==> src/hdl/msc_pkg.sv <==
// Package of constants for the modem card sideband control block.
package msc_pkg;

	// ==========================================================
	// Timing
	localparam int unsigned CLK_FREQ_HZ       = 100_000_000;
	localparam int unsigned DEBOUNCE_TIME_US  = 10;
	localparam int unsigned DEBOUNCE_CYCLES   = DEBOUNCE_TIME_US * (CLK_FREQ_HZ / 1_000_000);
	localparam int unsigned DEB_CNT_W         = 11;
	localparam int unsigned RESET_STRETCH_CYC = 16;
	localparam int unsigned STRETCH_W         = 5;
	localparam int unsigned BOOT_TIME_CYCLES  = 64;
	localparam int unsigned BOOT_W            = 7;

	// ==========================================================
	// Status indicator patterns
	localparam logic [1:0] LED_OFF   = 2'h0;
	localparam logic [1:0] LED_ON    = 2'h1;
	localparam logic [1:0] LED_SLOW  = 2'h2;
	localparam logic [1:0] LED_FAST  = 2'h3;
	localparam int unsigned LED_DIV_W = 24;
	localparam int unsigned LED_SLOW_BIT = 23;
	localparam int unsigned LED_FAST_BIT = 21;

	// ==========================================================
	// Card software life cycle
	typedef enum logic [1:0] {
		MSC_IN_RESET,
		MSC_BOOTING,
		MSC_RUNNING
	} msc_state_t;

endpackage

==> src/hdl/msc_debounce.sv <==
// Synchroniser and debouncer for one asynchronous active-low pin.
`timescale 1ns/1ps
module msc_debounce (
	input  wire logic clock_i,
	input  wire logic nrst_i,
	input  wire logic pin_n_i,
	output logic      level_n_o
);

	// ==========================================================
	// Synchroniser
	logic sync_a;
	logic sync_b;
	logic [msc_pkg::DEB_CNT_W-1:0] cnt;
	logic [msc_pkg::DEB_CNT_W-1:0] next_cnt;
	logic next_level_n;

	// The first stage feeds only the second stage; released pins read high.
	always_ff @(posedge clock_i or negedge nrst_i) begin
		if (!nrst_i) begin
			sync_a    <= 1'b1;
			sync_b    <= 1'b1;
			cnt       <= '0;
			level_n_o <= 1'b1;
		end else begin
			sync_a    <= pin_n_i;
			sync_b    <= sync_a;
			cnt       <= next_cnt;
			level_n_o <= next_level_n;
		end
	end

	// ==========================================================
	// Debounce
	// A new level is accepted only after it held steady for the whole window.
	always_comb begin
		next_cnt     = '0;
		next_level_n = level_n_o;
		if (sync_b != level_n_o) begin
			if (cnt == msc_pkg::DEB_CNT_W'(msc_pkg::DEBOUNCE_CYCLES - 1)) begin
				next_level_n = sync_b;
			end else begin
				next_cnt = cnt + 1'b1;
			end
		end
	end

endmodule

==> src/hdl/msc_sideband.sv <==
// Sideband control of the modem card: wake, reset, radio disable and status LED.
// Functional notes
// - Wake pin only pulled low or released, never driven high.
// - Card software sets and clears the wake request.
// - A low pulse on the reset pin resets the whole card.
// - After reset, software restarts and then sends a startup notice.
// - Reset pin pulled up internally; unconnected means run normally.
// - Radio stays off while the radio-disable pin is low.
// - Radio-disable pin pulled up; unconnected leaves the radio on.
// - Status LED output sinks current in patterns showing network state.
`timescale 1ns/1ps
module msc_sideband (
	input  wire logic       clock_i,
	input  wire logic       nrst_i,
	input  wire logic       card_reset_in_n_i,
	input  wire logic       radio_disable_n_i,
	input  wire logic       sw_wake_req_i,
	input  wire logic       notice_enable_i,
	input  wire logic [1:0] led_pattern_i,
	output logic            wake_n_o,
	output logic            wake_n_oe_o,
	output logic            card_reset_o,
	output logic            radio_enable_o,
	output logic            startup_notice_o,
	output logic            sw_running_o,
	output logic            net_status_led_n_o
);

	// ==========================================================
	// Pin conditioning
	// Both host pins arrive from outside the clock domain.
	// Each passes a two-stage synchroniser before any logic reads it.
	// A debounce window then hides glitches picked up on the slot wiring.
	// The price is latency: a real request is seen about ten microseconds late.
	// That delay is harmless for a reset or a radio shutdown.
	logic reset_level_n;
	logic radio_level_n;

	// The pins rest high when unconnected, so the filters start high.
	msc_debounce u_reset_deb (
		.clock_i   (clock_i),
		.nrst_i    (nrst_i),
		.pin_n_i   (card_reset_in_n_i),
		.level_n_o (reset_level_n)
	);

	msc_debounce u_radio_deb (
		.clock_i   (clock_i),
		.nrst_i    (nrst_i),
		.pin_n_i   (radio_disable_n_i),
		.level_n_o (radio_level_n)
	);

	// ==========================================================
	// Life cycle
	// The card passes through three phases after any reset.
	// In reset, the internal system reset is held high.
	// While booting, software is assumed to be starting up.
	// Once running, software owns the wake and indicator outputs; the radio-disable pin drives the radio.
	// A filtered reset pulse returns the card to the first phase at once.
	// The boot length is a stand-in for a real software start-up time.
	// Users must not rely on its exact value.
	msc_pkg::msc_state_t state;
	msc_pkg::msc_state_t next_state;
	logic [msc_pkg::STRETCH_W-1:0] stretch;
	logic [msc_pkg::STRETCH_W-1:0] next_stretch;
	logic [msc_pkg::BOOT_W-1:0]    boot;
	logic [msc_pkg::BOOT_W-1:0]    next_boot;
	logic                          next_card_reset;
	logic                          next_notice;
	logic                          next_running;

	// Life cycle registers; the outputs come straight from flip-flops.
	// The system reset output starts high so nothing runs before the stretch.
	always_ff @(posedge clock_i or negedge nrst_i) begin
		if (!nrst_i) begin
			state            <= msc_pkg::MSC_IN_RESET;
			stretch          <= '0;
			boot             <= '0;
			card_reset_o     <= 1'b1;
			startup_notice_o <= 1'b0;
			sw_running_o     <= 1'b0;
		end else begin
			state            <= next_state;
			stretch          <= next_stretch;
			boot             <= next_boot;
			card_reset_o     <= next_card_reset;
			startup_notice_o <= next_notice;
			sw_running_o     <= next_running;
		end
	end

	// The reset is held a little past the pulse so every block sees it.
	// A long pulse simply extends the reset; the host limits its length.
	// The startup notice is a single-cycle pulse, raised on the same edge
	// as the running flag, and only when the notice setting is on.
	// A pulse that arrives during boot restarts the whole sequence,
	// so a notice is never sent for a boot that did not finish.
	always_comb begin
		next_state      = state;
		next_stretch    = stretch;
		next_boot       = boot;
		next_card_reset = 1'b0;
		next_notice     = 1'b0;
		next_running    = 1'b0;
		if (!reset_level_n) begin
			next_state      = msc_pkg::MSC_IN_RESET;
			next_stretch    = '0;
			next_card_reset = 1'b1;
		end else begin
			case (state)
				msc_pkg::MSC_IN_RESET: begin
					next_card_reset = 1'b1;
					if (stretch == msc_pkg::STRETCH_W'(msc_pkg::RESET_STRETCH_CYC - 1)) begin
						next_state      = msc_pkg::MSC_BOOTING;
						next_boot       = '0;
						next_card_reset = 1'b0;
					end else begin
						next_stretch = stretch + 1'b1;
					end
				end
				msc_pkg::MSC_BOOTING: begin
					if (boot == msc_pkg::BOOT_W'(msc_pkg::BOOT_TIME_CYCLES - 1)) begin
						next_state   = msc_pkg::MSC_RUNNING;
						next_notice  = notice_enable_i;
						next_running = 1'b1;
					end else begin
						next_boot = boot + 1'b1;
					end
				end
				msc_pkg::MSC_RUNNING: begin
					next_running = 1'b1;
				end
				default: begin
					next_state      = msc_pkg::MSC_IN_RESET;
					next_card_reset = 1'b1;
				end
			endcase
		end
	end

	// ==========================================================
	// Wake, radio and status indicator
	// The wake pin is open drain: its data output is tied low and only
	// the enable moves, so the card can never fight the host's pull-up.
	// The radio enable follows the filtered disable pin one edge later.
	// The indicator divider runs freely; blink phase is not tied to the pattern
	// change, so the first blink after a change may be shortened.
	// That costs nothing visible and saves a restart path on the divider.
	logic [msc_pkg::LED_DIV_W-1:0] led_div;
	logic [msc_pkg::LED_DIV_W-1:0] next_led_div;
	logic                          next_wake_oe;
	logic                          next_radio;
	logic                          next_led_n;

	// Output registers; the radio is off and the indicator dark in reset.
	always_ff @(posedge clock_i or negedge nrst_i) begin
		if (!nrst_i) begin
			led_div            <= '0;
			wake_n_oe_o        <= 1'b0;
			wake_n_o           <= 1'b0;
			radio_enable_o     <= 1'b0;
			net_status_led_n_o <= 1'b1;
		end else begin
			led_div            <= next_led_div;
			wake_n_oe_o        <= next_wake_oe;
			wake_n_o           <= 1'b0;
			radio_enable_o     <= next_radio;
			net_status_led_n_o <= next_led_n;
		end
	end

	// Outputs stay quiet while the card is held in reset or still booting.
	always_comb begin
		next_led_div = led_div + 1'b1;
		next_wake_oe = sw_wake_req_i && (state == msc_pkg::MSC_RUNNING);
		next_radio   = radio_level_n && (state == msc_pkg::MSC_RUNNING);
		next_led_n   = 1'b1;
		if (state == msc_pkg::MSC_RUNNING) begin
			case (led_pattern_i)
				msc_pkg::LED_OFF:  next_led_n = 1'b1;
				msc_pkg::LED_ON:   next_led_n = 1'b0;
				msc_pkg::LED_SLOW: next_led_n = ~led_div[msc_pkg::LED_SLOW_BIT];
				msc_pkg::LED_FAST: next_led_n = ~led_div[msc_pkg::LED_FAST_BIT];
				default:           next_led_n = 1'b1;
			endcase
		end
	end

endmodule

==> config.mk <==
export PLATFORM = sky130hd
export DESIGN_NAME = msc_sideband
export DESIGN_NICKNAME = d
export VERILOG_FILES = /design/src/hdl/msc_pkg.sv /design/src/hdl/msc_debounce.sv /design/src/hdl/msc_sideband.sv
export SDC_FILE = /design/constraint.sdc
export NUM_CORES = 1
export LEC_CHECK = 0
export ABC_AREA = 1
export BUFFER_PORTS_ARGS = -buffer_cell sky130_fd_sc_hd__buf_2
export CORE_MARGIN = 2
export CORE_UTILIZATION = 45
export CTS_BUF_LIST = sky130_fd_sc_hd__clkbuf_8
export DETAILED_ROUTE_END_ITERATION = 16
export GPL_TIMING_DRIVEN = 0
export SYNTH_ARGS = -nofsm -noshare
export SYNTH_HDL_FRONTEND = slang
export SYNTH_HIERARCHICAL = 1
export SYNTH_SLANG_ARGS = --single-unit
==> constraint.sdc <==
create_clock -name clock_i -period 1.9 [get_ports clock_i]
set_input_delay 0.285 -clock clock_i [delete_from_list [all_inputs] [get_ports clock_i]]
set_output_delay 0.285 -clock clock_i [all_outputs]
set_load 0.01 [all_outputs]
==> summary.md <==
| Metric | Value |
|---|---|
| Status | `finished, final reports clean` |
| DP HPWL | `around 4900 microns` |
| Vias per Instance | `4.740` |
| PD cells | `651.1 nW/um^2` |
| Static Leak | `between 1.5 and 2 nW` |
| Skew-Pair Late Insertion Delay | `0.34 ns` |
| Row count | `33` |
| Share of the synthesized area in the top cell type | `42.34%` |
| Post-synth top flop | `dfrtp_1` |
| Total CTS buffers | `9` |
| Worst path cell trace | `ha_2 -> nand2_1 -> nor2_2 -> ha_2 -> nor2_4 -> inv_1 -> nand2_2 -> nor2_1 -> nand2_1 -> buf_6 -> nand2_1 -> o21ai_0` |
| Critical Path Start | `stretch[1]$_DFFE_PN0P_` |
| Endpoints failing hold | `0` |
| Port bufs | `13` |
| Yosys top cell by area | `dfrtp_1` |
| Die X | `95.68 microns` |
| Synth cell types | `32` |
| FF-to-FF setup slack | `0.13 ns` |
| Drt pass-1 iters | `4` |
| YS warnings | `6` |
| First-pass GRT wire length | `11900 microns` |
| Startpoint types | `flop` |
| Peak supply drop | `0.3985 mV` |
| Worst stage delay on the critical path | `0.39 ns` |
| Syn Inst Count | `454` |
| R2R depth | `12` |
| Mapped Area | `3782 sq um` |
| Starting Density | `46.27%` |
| Pre-CTS worst setup slack | `0.1536 ns` |
| Initial DRC Count | `between 150 and 200` |
| Largest net degree at the start of global routing | `43` |
| Sequential-to-total area share from yosys stat | `47.90%` |
| Post-route worst setup slack | `0.1343 ns` |
| Highest Clock Rate | `566.3 MHz` |
| Htree depth | `3` |
| Clock-pin slew on the worst setup and hold paths | `0.07 ns` |
| Final net count | `500` |
| Area contributors post-synth | `dfrtp_1 42%, nand2_1 13%, nor2_1 6.5%` |
| Max clock buf depth | `2` |
| Ant diodes | `0` |
| CTS Sinks | `72` |
| Req. time, crit path | `2.12 ns` |
| Most common cell in the netlist | `nand2_1` |
| Congestion Overflow GR | `0` |
| Synth cell count leaders | `134 x nand2_1, 65 x nor2_1, 64 x dfrtp_1` |
| CTS tree | `yes` |
| Gr usage total | `16.76%` |
| Reg2reg end | `boot[1]$_DFFE_PN0P_` |
| Drt wl/cell | `11.36 microns` |
| Final wirelength | `6726 microns` |
| MaxCap Viol Count | `0` |
| # DRC | `0` |
| Initial antenna violation count | `0` |
| Cell mode on critical path | `nand2_1` |
| Critical Path Sink Type | `flop` |
| Final setup violation count | `0` |
| Period utilization | `92.93%` |
| Setup Total Neg Slack | `0 ns` |
| GP Congestion | `0.7760` |
| Worst path arrival time | `1.99 ns` |
| Minimum clock period | `1.766 ns` |
| HP Class | `input port to flop` |
| Hold Startpoint | `radio_disable_n_i` |
| Ports | `15` |
| Vias in the first global route | `2663` |
| CTS root buf | `clkbuf_8` |
| Core Region | `8175 sq um` |
| Share of layout cells above drive strength 1 | `about 18%` |
| Worst Hold Path EP | `u_radio_deb/sync_a$_DFF_PN1_` |
| Critical-path top delay cell | `dfrtp_1` |
| Hold Path Cell Cnt | `1` |
| Worst-path maximum fanout | `10` |
| WS Path Type | `flop to flop` |
| Post-route ant nets | `0` |
| EDFF count, synth | `0` |
| Die area | `9155 sq um` |
| Clock skew | `0.008236 ns` |
| Syn_area_per_cell | `8.331 sq um` |
| Synthesized flop and latch total | `72` |
| Via count | `about 2.8k` |
| Share of flip-flops with an asynchronous set or reset | `100.0%` |
| Max-slew violations | `0` |
| Synth Net Count | `between 400 and 500` |
| Die Span Y | `95.68 microns` |
| Area Overhead vs Synth | `11.74%` |
| RR Startpoint | `stretch[1]$_DFFE_PN0P_` |
==> worst max-delay path by stage <==
stage                             end  slack, ns  cells past startpoint
3_5_place_dp      boot[2]$_DFFE_PN0P_       0.15                     11
4_1_cts           boot[1]$_DFFE_PN0P_       0.14                     12
6_report          boot[1]$_DFFE_PN0P_       0.13                     12
2_1_floorplan     boot[2]$_DFFE_PN0P_       0.31                     11
3_3_place_gp   stretch[4]$_DFFE_PN0P_       0.09                      1
5_1_grt           boot[0]$_DFFE_PN0P_     -0.006                     12
==> power by group <==
group	leakage [nW]	switching, mW	internal [mW]	total, mW
logic	0.887	0.0543	0.0267	0.0810
clock network	0.0951	0.569	0.541	1.11
registers	0.959	0.0114	1.55	1.56
==> through the flow <==
stage	power, mW	hold WS, ns	utilization (%)	std cells	cell area [sq um]
after floorplan	1.622	-0.01059	-	454	3782
after global placement	1.667	0.3467	48.67	572	3979
after detailed placement	1.674	0.2532	48.94	573	4001
after CTS	2.808	0.01946	51.30	590	4194
after global routing	2.872	0.02078	51.70	592	4227
final	2.752	0.03757	51.70	592	4227
==> flip-flops by register name, indices dropped and copies added (netlist names), 2 cells and up <==
register,count
u_reset_deb/cnt,11
stretch,5
state,2
boot,7
u_radio_deb/cnt,11
led_div,24
==> cells by family (layout without fill, tap and decap cells) <==
| group | count (synthesis) | in the layout | share of synthesized area [%] |
|---|---|---|---|
| AOI/OAI and AO/OA | 23 | 23 | 3.275 |
| xor gates and xnor gates | 20 | 20 | 4.830 |
| adders and majority gates | 10 | 10 | 3.308 |
| buffers and inverters | 53 | 86 | 5.690 |
| DFF | 72 | 72 | 47.90 |
| other | 1 | 1 | 0.09914 |
| and+or+nand+nor | 275 | 275 | 34.90 |
==> repair_timing <==
item	CTS	global route
setup endpoints to repair	0	4
resized for setup	0	6
setup buffers	0	2
hold buffers	1	0
endpoints found under the hold margin	24	0
==> routing by layer <==
layer	vias up	global-route usage [%]	routed length [microns]
li1	1467	-	-
met1	1301	22.49	3454
met2	28	26.57	2980
met3	10	4.585	197
met4	0	5.000	94
met5	-	0	0
==> placed cells by master (no fill, tap or decap), types with 2 or more instances in the layout <==
| cell | count |
|---|---|
| nand2_1 | 133 |
| dfrtp_1 | 64 |
| nor2_1 | 63 |
| inv_1 | 47 |
| nand3_1 | 22 |
| buf_2 | 13 |
| o21ai_0 | 11 |
| clkbuf_8 | 11 |
| nand3b_1 | 10 |
| xor2_1 | 10 |
| nand2_2 | 9 |
| xnor2_1 | 9 |
| nor2_2 | 9 |
| nand3_2 | 8 |
| ha_1 | 8 |
| dfstp_2 | 8 |
| nor2_4 | 7 |
| buf_4 | 5 |
| a21oi_1 | 4 |
| o21ai_1 | 4 |
| nand2_4 | 3 |
| nor3_1 | 3 |
| o21bai_1 | 3 |
| clkinv_2 | 3 |
| nor2_8 | 2 |
| inv_2 | 2 |
| nand4_1 | 2 |
| ha_2 | 2 |
| nor3b_1 | 2 |
==> cell type report <==
cell class	instances	area [sq um]
timing repair buffer	17	112.6
buffer	4	31.28
inverter	49	183.9
fill	802	3949
tap	105	131.4
clock inverter	5	31.28
multi-input combinational	329	1773
sequential	72	1812
clock buffer	11	151.4
==> worst max-delay path, delay by kind of cell (launching register included) <==
kind	cells	cell delay (ns)
flops	1	0.39
buf+inv	2	0.24
compound gates	1	0.07
simple gates	7	0.55
fa+ha+maj	2	0.39
Power figures use the tool's default switching activity.
